===== src/pkg/cphy_pkg.sv =====
// cphy_pkg: register map, field positions and reset values of the
// transceiver control register bank.
// assumes: AHB-Lite slave with 32-bit data, one register per word.
package cphy_pkg;
	localparam int ADDR_W = 8;
	// register indices; byte address is four times the index
	localparam logic [2:0] IDX_PORT_DATA = 3'h0;
	localparam logic [2:0] IDX_PHY_CONTROL = 3'h1;
	localparam logic [2:0] IDX_FACTORY_TEST_A = 3'h2;
	localparam logic [2:0] IDX_PHY_STATUS = 3'h3;
	localparam logic [2:0] IDX_FACTORY_TEST_B = 3'h4;
	localparam logic [2:0] IDX_FACTORY_TEST_C = 3'h5;
	localparam logic [2:0] IDX_IRQ_ENABLE = 3'h6;
	localparam logic [2:0] IDX_IRQ_FLAGS = 3'h7;
	localparam int NUM_REGS = 8;
	// port_data fields
	localparam int POS_WAKE_RX = 7;
	localparam int POS_TX_DIRECT = 1;
	localparam int POS_RX = 0;
	// phy_control fields
	localparam int POS_PHY_ON = 7;
	localparam int POS_TERM_BIAS = 6;
	localparam int POS_WAKE_SEL = 4;
	localparam int POS_SLEW = 0;
	localparam logic [7:0] CTRL_WMASK = 8'h77;
	localparam logic [7:0] STATUS_MASK = 8'hF8;
	localparam logic [7:0] IRQ_EN_MASK = 8'h19;
	localparam logic [7:0] IRQ_FLAG_MASK = 8'hFB;
	// event bits of the status/flag layout
	localparam int POS_DT = 3;
	localparam int POS_HOC = 1;
	localparam int POS_LOC = 0;
	// reset values
	localparam logic [7:0] RST_CONTROL = 8'h00;
	localparam logic RST_TX_DIRECT = 1'b1;
	localparam logic [7:0] RST_IRQ_EN = 8'h00;
	localparam logic [7:0] RST_TEST = 8'h00;
	localparam logic [2:0] SLEW_RSVD_A = 3'h3;
	localparam logic [2:0] SLEW_RSVD_B = 3'h7;
	localparam logic [1:0] WAKE_OFF = 2'h0;
	localparam logic [1:0] WAKE_MASK1 = 2'h1;
	localparam logic [1:0] WAKE_NOFILT = 2'h2;
	localparam logic [1:0] WAKE_MASK2 = 2'h3;
	localparam logic [1:0] HTRANS_NONSEQ = 2'h2;
	localparam logic [2:0] HSIZE_WORD = 3'h2;
endpackage


===== src/pkg/cphy_sync_if.sv =====
// cphy_sync_if: group of raw front-end levels and their synchronised copies.
// assumes: one clock domain on the consumer side.
`timescale 1ns/100ps
`default_nettype none
interface cphy_sync_if #(parameter int W = 8);
	logic [W-1:0] raw;
	logic [W-1:0] synced;
	modport sync (input raw, output synced);
	modport user (output raw, input synced);
endinterface
`default_nettype wire


===== src/hdl/cphy_regs.sv =====
// cphy_regs: AHB-Lite register bank controlling an integrated CAN
// transceiver front end, with sticky event flags and one interrupt line.
// assumes: front-end levels are asynchronous; special_mode is a static
// level from chip control; one AHB-Lite master, word accesses only.
`timescale 1ns/100ps
`default_nettype none
// Overview of operation
// eight registers are decoded at consecutive word offsets 0x0000 to 0x001C.
// port_data bit 7 reads a synchronised copy of the wake receiver output.
// when routed, port_data bit 1 drives the transmit input, 0 low, 1 high.
// port_data bit 0 reads a synchronised copy of the receive output.
// writing one to phy_on brings the transceiver out of shutdown.
// while phy_on is zero the transceiver stays in shutdown.
// phy_on is set once only while all other control bits stay writable.
// termination_bias_on drives the mid bias when enabled and active.
// a nonzero wake_filter_sel enables the wake receiver outside shutdown.
// wake_filter_sel picks no filtering, one masked or two masked events.
// software should set wake_filter_sel to zero when wake is unused.
// slew_sel picks one of six rates and software avoids codes 011 and 111.
// factory test registers reset to zero and take writes in special mode.
// port_data reads and writes any time and only bit 1 is writable.
// on the transmit input one is recessive and zero is dominant.
// writing one to an irq_flags bit clears it and zero leaves it.
// unimplemented bits read zero and ignore writes.
module cphy_regs (
	input wire logic hclk,
	input wire logic hresetn,
	input wire logic hsel,
	input wire logic [cphy_pkg::ADDR_W-1:0] haddr,
	input wire logic [1:0] htrans,
	input wire logic hwrite,
	input wire logic [2:0] hsize,
	input wire logic [31:0] hwdata,
	input wire logic hready,
	output logic [31:0] hrdata,
	output logic hreadyout,
	output logic hresp,
	input wire logic special_mode,
	input wire logic tx_from_port,
	input wire logic can_tx_in,
	input wire logic phy_rx_out,
	input wire logic wake_rx_out,
	input wire logic [4:0] bus_fault_status,
	input wire logic [1:0] over_current,
	output logic phy_tx_in,
	output logic phy_on,
	output logic termination_bias_on,
	output logic termination_bias_oe,
	output logic wake_rx_enable,
	output logic [1:0] wake_filter_sel,
	output logic [2:0] slew_sel,
	output logic [7:0] factory_test_a,
	output logic [7:0] factory_test_b,
	output logic [7:0] factory_test_c,
	output logic irq
);
	// two over-current, five status, wake and receive levels
	localparam int NSYNC = 9;
	typedef struct packed {
		logic wr_pend;
		logic [2:0] wr_idx;
		logic [31:0] rdata;
		logic [7:0] ctrl;
		logic tx_direct;
		logic [7:0] test_a;
		logic [7:0] test_b;
		logic [7:0] test_c;
		logic [7:0] irq_en;
		logic [7:0] flags;
		logic [4:0] status_prev;
		logic tx_out;
		logic bias_oe;
		logic wake_en;
		logic irq;
	} cphy_state_t;

	cphy_state_t st_reg;
	cphy_state_t st_next;
	logic [NSYNC-1:0] sync_out;
	logic addr_phase;
	logic [2:0] a_idx;
	logic [7:0] wbyte;
	logic [7:0] status_now;
	logic [7:0] port_now;
	logic [7:0] flag_set;
	logic [7:0] rd_byte;
	logic active;

	cphy_sync_if #(.W(NSYNC)) sif ();

	// pins from the analogue side cross into hclk before any decoding
	assign sif.raw = {over_current, bus_fault_status, wake_rx_out,
		phy_rx_out};

	cphy_sync #(.W(NSYNC)) u_sync (
		.hclk(hclk),
		.hresetn(hresetn),
		.sif(sif)
	);
	assign sync_out = sif.synced;

	always_comb begin
		addr_phase = hsel && hready && htrans == cphy_pkg::HTRANS_NONSEQ;
		// word index decode
		a_idx = haddr[4:2];
		wbyte = hwdata[7:0];
		status_now = {sync_out[6:2], 3'h0} & cphy_pkg::STATUS_MASK;
		port_now = 8'h00;
		// wake level read
		port_now[cphy_pkg::POS_WAKE_RX] = sync_out[1];
		port_now[cphy_pkg::POS_TX_DIRECT] = st_reg.tx_direct;
		// receive level read
		port_now[cphy_pkg::POS_RX] = sync_out[0];
		// events: each change of status bits 7-4, a rising timeout or an over-current sets a sticky flag
		flag_set = 8'h00;
		flag_set[7:4] = sync_out[6:3] ^ st_reg.status_prev[4:1];
		flag_set[cphy_pkg::POS_DT] = sync_out[2] && !st_reg.status_prev[0];
		flag_set[cphy_pkg::POS_HOC] = sync_out[8];
		flag_set[cphy_pkg::POS_LOC] = sync_out[7];
		// unimplemented bits read zero
		unique case (a_idx)
			cphy_pkg::IDX_PORT_DATA: rd_byte = port_now;
			cphy_pkg::IDX_PHY_CONTROL: rd_byte = st_reg.ctrl;
			cphy_pkg::IDX_FACTORY_TEST_A: rd_byte = st_reg.test_a;
			cphy_pkg::IDX_PHY_STATUS: rd_byte = status_now;
			cphy_pkg::IDX_FACTORY_TEST_B: rd_byte = st_reg.test_b;
			cphy_pkg::IDX_FACTORY_TEST_C: rd_byte = st_reg.test_c;
			cphy_pkg::IDX_IRQ_ENABLE: rd_byte = st_reg.irq_en;
			cphy_pkg::IDX_IRQ_FLAGS: rd_byte = st_reg.flags;
		endcase
		active = st_reg.ctrl[cphy_pkg::POS_PHY_ON];

		st_next = st_reg;
		st_next.status_prev = sync_out[6:2];
		// capture address phase; write data lands in the next cycle
		st_next.wr_pend = addr_phase && hwrite;
		st_next.wr_idx = a_idx;
		if (addr_phase && !hwrite) begin
			st_next.rdata = {24'h0, rd_byte};
		end
		if (st_reg.wr_pend) begin
			unique case (st_reg.wr_idx)
				cphy_pkg::IDX_PORT_DATA: begin
					// only bit 1 writable
					st_next.tx_direct = wbyte[cphy_pkg::POS_TX_DIRECT];
				end
				cphy_pkg::IDX_PHY_CONTROL: begin
					// phy_on set once
					st_next.ctrl = (wbyte & cphy_pkg::CTRL_WMASK) |
						{st_reg.ctrl[cphy_pkg::POS_PHY_ON] |
						wbyte[cphy_pkg::POS_PHY_ON], 7'h00};
				end
				cphy_pkg::IDX_FACTORY_TEST_A: begin
					// special mode only
					if (special_mode) begin
						st_next.test_a = wbyte;
					end
				end
				cphy_pkg::IDX_FACTORY_TEST_B: begin
					if (special_mode) begin
						st_next.test_b = wbyte;
					end
				end
				cphy_pkg::IDX_FACTORY_TEST_C: begin
					if (special_mode) begin
						st_next.test_c = wbyte;
					end
				end
				cphy_pkg::IDX_IRQ_ENABLE: begin
					st_next.irq_en = wbyte & cphy_pkg::IRQ_EN_MASK;
				end
				cphy_pkg::IDX_IRQ_FLAGS: begin
					// write one clears
					st_next.flags = st_reg.flags & ~wbyte;
				end
				cphy_pkg::IDX_PHY_STATUS: begin
				end
			endcase
		end
		// a flag raised in the clearing cycle survives the clear
		st_next.flags = (st_next.flags | flag_set) & cphy_pkg::IRQ_FLAG_MASK;
		// port drives transmit input when routed
		// one recessive, zero dominant; shutdown parks it recessive
		st_next.tx_out = !active ? 1'b1 :
			(tx_from_port ? st_reg.tx_direct : can_tx_in);
		// bias only while enabled
		st_next.bias_oe = active &&
			st_reg.ctrl[cphy_pkg::POS_TERM_BIAS];
		// wake receiver enable
		st_next.wake_en = active &&
			st_reg.ctrl[cphy_pkg::POS_WAKE_SEL +: 2] != cphy_pkg::WAKE_OFF;
		// voltage enable covers bits 7-4, timeout bit 3, over-current 1-0
		st_next.irq = ((|(st_reg.flags[7:4])) && st_reg.irq_en[4]) ||
			(st_reg.flags[cphy_pkg::POS_DT] && st_reg.irq_en[3]) ||
			((|(st_reg.flags[1:0])) && st_reg.irq_en[0]);
	end

	always_ff @(posedge hclk or negedge hresetn) begin
		if (!hresetn) begin
			st_reg <= '0;
			st_reg.ctrl <= cphy_pkg::RST_CONTROL;
			st_reg.tx_direct <= cphy_pkg::RST_TX_DIRECT;
			st_reg.test_a <= cphy_pkg::RST_TEST;
			st_reg.test_b <= cphy_pkg::RST_TEST;
			st_reg.test_c <= cphy_pkg::RST_TEST;
			st_reg.irq_en <= cphy_pkg::RST_IRQ_EN;
			st_reg.tx_out <= 1'b1;
		end else begin
			st_reg <= st_next;
		end
	end

	// zero-wait slave: every transfer completes in one data phase
	assign hreadyout = 1'b1;
	assign hresp = 1'b0;
	assign hrdata = st_reg.rdata;
	assign phy_tx_in = st_reg.tx_out;
	// enable leaves shutdown
	// zero keeps shutdown
	assign phy_on = st_reg.ctrl[cphy_pkg::POS_PHY_ON];
	assign termination_bias_on = st_reg.bias_oe;
	assign termination_bias_oe = st_reg.bias_oe;
	assign wake_rx_enable = st_reg.wake_en;
	// filter code passed to front end
	assign wake_filter_sel = st_reg.ctrl[cphy_pkg::POS_WAKE_SEL +: 2];
	// slew code passed unchanged; reserved codes are software's duty
	assign slew_sel = st_reg.ctrl[cphy_pkg::POS_SLEW +: 3];
	assign factory_test_a = st_reg.test_a;
	assign factory_test_b = st_reg.test_b;
	assign factory_test_c = st_reg.test_c;
	assign irq = st_reg.irq;
endmodule
`default_nettype wire


===== src/hdl/cphy_sync.sv =====
// cphy_sync: two-flop synchroniser for a vector of asynchronous levels.
// assumes: levels are quasi-static relative to hclk, bits are independent.
`timescale 1ns/100ps
`default_nettype none
module cphy_sync #(
	parameter int W = 8
) (
	input wire logic hclk,
	input wire logic hresetn,
	cphy_sync_if.sync sif
);
	typedef struct packed {
		logic [W-1:0] meta;
		logic [W-1:0] stable;
	} cphy_sync_state_t;
	cphy_sync_state_t st_reg;
	cphy_sync_state_t st_next;
	always_comb begin
		st_next.meta = sif.raw;
		st_next.stable = st_reg.meta;
	end
	always_ff @(posedge hclk or negedge hresetn) begin
		if (!hresetn) begin
			st_reg <= '0;
		end else begin
			st_reg <= st_next;
		end
	end
	assign sif.synced = st_reg.stable;
endmodule
`default_nettype wire


===== config.mk =====
export PLATFORM = sky130hd
export DESIGN_NAME = cphy_regs
export DESIGN_NICKNAME = d
export VERILOG_FILES = /design/src/pkg/cphy_pkg.sv /design/src/pkg/cphy_sync_if.sv /design/src/hdl/cphy_regs.sv /design/src/hdl/cphy_sync.sv
export SDC_FILE = /design/constraint.sdc
export NUM_CORES = 1
export LEC_CHECK = 0
export BUFFER_PORTS_ARGS = -buffer_cell sky130_fd_sc_hd__buf_2
export CAP_MARGIN = 25
export CORE_ASPECT_RATIO = 2
export CORE_MARGIN = 4
export CORE_UTILIZATION = 45
export DETAILED_ROUTE_END_ITERATION = 12
export GPL_TIMING_DRIVEN = 0
export PLACE_DENSITY = 0.76
export SKIP_CTS_REPAIR_TIMING = 1
export SYNTH_ARGS = -nofsm -noshare
export SYNTH_HDL_FRONTEND = slang
export SYNTH_SLANG_ARGS = --single-unit
export TNS_END_PERCENT = 20

===== constraint.sdc =====
create_clock -name hclk -period 1.3 [get_ports hclk]
set_clock_uncertainty 0.05 [all_clocks]
set_input_delay 0.26 -clock hclk [delete_from_list [all_inputs] [get_ports hclk]]
set_output_delay 0.26 -clock hclk [all_outputs]
set_load 0.03 [all_outputs]

Word level (Yosys, flattened, before mapping) --
Cells that the tools add are included.
Operators by class: bitwise logic cells 6, reduce and logical (&&, ||, !) cells 25, mux-type cells 5, equal/unequal tests 14
Operators with widths (count):
- $pmux 8 s8 | 1
- $eq 3x3->1 const B | 8
- $mux 8 | 2
- $logic_and 1x1->1 | 10
- $eq 3x2->1 const B | 3
- $reduce_and 3->1 | 3
- $and 8x8->8 | 1
- $not 8->8 | 1
- $or 7x8->8 | 1
- $or 8x8->8 | 1
- $eq 3x1->1 const B | 2
- $logic_not 3->1 | 2
- $reduce_and 2->1 | 3
- $reduce_or 4->1 | 1
- $xor 4x4->4 | 1
- $eq 2x2->1 const B | 1
- $logic_not 1->1 | 2
- $logic_or 1x1->1 | 2
- $mux 1 | 2
- $reduce_bool 2->1 | 1
- $reduce_or 2->1 | 1
- $or 1x1->1 | 1
Storage, ports and cells: logic and storage cells 67, bits in registers 82, input bits 62

Longest topological paths before layout --
depth after elaboration 5, gate-level depth with buffers 6

By module --
A second synthesis with hierarchy kept.
Second synthesis, totals: cell total of the unflattened synthesis 307, area, all modules 3767.4 um2
Modules (own cells, without submodules):
- cphy_regs | seq. area each 1579.0 um2, times used 1, area an instance 3316.9 um2, cells an instance 289
- cphy_sync | seq. area each 450.4 um2, times used 1, area an instance 450.4 um2, cells an instance 18

Worst setup path after synthesis --
No wires, ideal clock.
kind register -> register, start register st_reg[91] (netlist name), end register st_reg (netlist bit factory_test_b[0]), arrival time 1.244 ns, required time 1.125 ns, stages on the path, launching flop included 4, library setup time 0.125 ns, slack -0.119 ns, path through dfrtp_1 > nand3b_1 > nor2_4 > mux2_2
Between the ends: word-level cells in the longest chain between the ends 2
Ends and longest elaborated chain:
- from (decl) | RTL line cphy_regs.sv:77 | cphy_state_t st_reg;
- from (signal assigned) | RTL line cphy_regs.sv:209 | st_reg <= st_next;
- $eq 3x3->1 | RTL line cphy_regs.sv:142 | unique case (st_reg.wr_idx)
- $reduce_and 3->1 (no source line)
No other way between the ends. A chain may end at the register's enable or synchronous reset.

Worst setup path after layout --
Same ends and word-level chain as after synthesis.

==> impl_metrics.yaml <==
route:
  wl_per_cell_um: 17.4
  detail_route.vias_per_cell: 4.97
  routed_wirelength_um: 9270
  route.detailed.drc: 0
  drt_iter0_markers: 169
  vias: 2656
  route.antenna.remaining_nets: 0
  dr.pass1.iters: 4
grt:
  grt_pass1_vias: 2560
  grt_pass1_wl_um: 12900
  overflow: 0
  grt_max_degree: 56
  gr-usage-all-layers_pct: 17.6
  antenna_found_initial: 0
worst_setup_path:
  critPathKind: "register to register"
  endpoint_kind: "register"
  critPathRequiredTime_ns: 1.47
  startpoint_type: "register"
  crit_fanout: 8
  rrSetupSlack_ns: -0.24
  cp.arrival_ns: 1.71
clocking:
  htree_levels: 3
  cts_num_sinks: 81
  clock_latency_ns: 0.35
  clockBufferDepth: 2
  cts_tree: "yes"
  cts_root_buf: "clkbuf_16"
  cts_made_buffers: 9
  clk_pin_slew_ns: 0.06
timing:
  timing.final.ws_setup_ns: -0.245
  period_share_pct: 119
  slew_viol_final: 0
  finalSetupTns_ns: -7.82
  hold_viol: 0
  layout_min_cycle_time_ns: 1.54
  fmax_mhz: 647
  setup_violations: 70
  rsz0062_at_grt: "true"
  whs_ns: 0.0142
finish:
  final_nets: 493
  antenna_cells: 0
  n_fill_cell: 594
  largest_reg_flops: 20
  layout-drive-gt1-share_pct: 51.6
  syn_to_final_growth_pct: 44.5
  final_core_util_pct: 66.1
  ff_latch_area_mm2: 0.00203
  multiInputGateArea_mm2: 0.00140
power:
  clockPowerShare_pct: 42.6
  ir_worst_vdd_mv: 0.952
  intPower_mw: 5.34
  switching_power_mw: 1.73
  seq_power_share_pct: 39.8
  p_comb_share_pct: 17.6
  netSwitchingFraction_pct: 24.5
  leakagePower_nw: 2.66
  power_density_mw_per_mm2: 1300
synth:
  synth_largest_area_cell: "dfrtp_1"
  synth_area_leaders: "dfrtp_1 53%, buf_4 13%, mux2_2 11%"
  synth_warnings: 0
  syn_area_per_cell_um2: 12.3
  ys_types: 43
  synth_top_area_share_pct: 52.5
  yosysSeqAreaShare_pct: 53.9
  ys_seq_elements: 81
  netlist_area_mm2: 0.00376
  synthCells: 307
outcome:
  status: "complete, but fails checks"
  violations: "setup timing"
job:
  maxCapViolCount: 0
placed_design:
  place.gp.congestion: 0.923
  dp_hpwl_um: 6140
  numPortBuffers: 72
  place_ws_ns: -0.382
floorplanning:
  start_util_pct: 45.7
  die_h_um: 137
  ioPinCount: 131
  num_rows: 47
  chipWidth_um: 72.7
  core_mm2: 0.00823
  die_area_mm2: 0.00998
min_path:
  hold_path.class: "input port to register"
==> metrics by stage <==
step,power [mW],cell area (µm²),instances
finish,7.07,5440,534
global route,7.31,5440,534
CTS,6.82,4730,518
detailed placement,3.81,4370,502
global placement,3.78,4340,501
floorplan,3.52,3850,331
==> final timing paths <==
| path | from | end | cells past startpoint |
|---|---|---|---|
| max in group asynchronous | hresetn | st_reg[92] | 3 |
| min reg2reg | u_sync.st_next[0] | u_sync.sif.synced[0] | 0 |
| max | st_reg[91] | factory_test_b[0] | 4 |
| max reg2reg | st_reg[91] | factory_test_b[0] | 4 |
| min in group asynchronous | hresetn | factory_test_b[7] | 2 |
| min | haddr[2] | st_reg[90] | 1 |
==> power by group through the flow <==
| stage | Sequential (mW) | Clock, mW | Combinational (mW) |
|---|---|---|---|
| after floorplan | 2.81 | 0 | 0.704 |
| after global placement | 2.82 | 0 | 0.956 |
| after detailed placement | 2.83 | 0 | 0.982 |
| after CTS | 2.79 | 3.05 | 0.988 |
| after global routing | 2.83 | 3.15 | 1.32 |
| final | 2.81 | 3.01 | 1.24 |
==> worst max-delay path: stages (launching register included) <==
cell	delay, ns
dfrtp_2	0.43
nand3b_1	0.29
nor2_4	0.19
buf_12	0.16
mux2_4	0.31
==> layout by cell type (no fill, tap or decap), types with 3 or more instances in the layout <==
master and instances:
a21o_1 3, a21oi_1 5, buf_12 3, buf_2 32
buf_4 35, buf_6 79, bufinv_16 3, clkbuf_16 9
clkbuf_8 3, conb_1 26, dfrtp_1 75, dfrtp_2 4
dlygate4sd3_1 10, inv_1 4, mux2_2 8, mux2_4 29
mux2i_1 10, nand2_1 27, nand2b_1 5, nand3_1 3
nor2_1 7, nor2b_1 3, o21ai_0 5, o21ai_1 4
xnor2_1 4
==> Yosys cell counts, drive strengths merged <==
cell type	number
a22oi	1
mux2	37
and4	1
nor2	9
buf	71
clkbuf	2
and2	1
o22ai	2
nor3	2
a22o	1
o41ai	2
mux4	2
xnor2	4
o221ai	1
nor2b	4
o21ai	9
conb	2
o21ba	1
or3	1
inv	4
o32ai	1
o2bb2ai	2
nand4b	1
dfrtp	79
nand2	28
nand2b	5
o21a	1
nand3	3
a21oi	7
and4b	1
nand3b	1
dfstp	2
a211oi	4
mux2i	10
a32o	1
a221oi	1
a21o	3
==> layout make-up <==
type / instances / share of cell area [%]
sequential: 81 / 37.4
multi-input combinational: 173 / 25.6
timing repair buffer: 89 / 15.1
buffer: 73 / 12.7
clock buffer: 12 / 4.90
tap: 98 / 2.25
clock inverter: 4 / 1.79
inverter: 4 / 0.276
==> cell families after synthesis <==
group | count (synthesis) | synth area share [%]
AND/OR/NAND/NOR | 57 | 7.94
XOR/XNOR | 4 | 0.930
other | 2 | 0.199
AO/OA/AOI/OAI | 37 | 6.91
flip-flops | 81 | 53.9
multiplexers | 49 | 15.1
buffers and inverters | 77 | 15.0
==> metal layers <==
metal  up-vias  routed length (µm)  global-route usage, %
met5         -                   0                      0
met4         0                 394                   12.4
met3        28                 541                   5.19
met2       113                5160                   30.1
met1      1302                3180                   17.8
li1       1213                   -                      -
No activity file was read; power rests on OpenSTA's default activity.
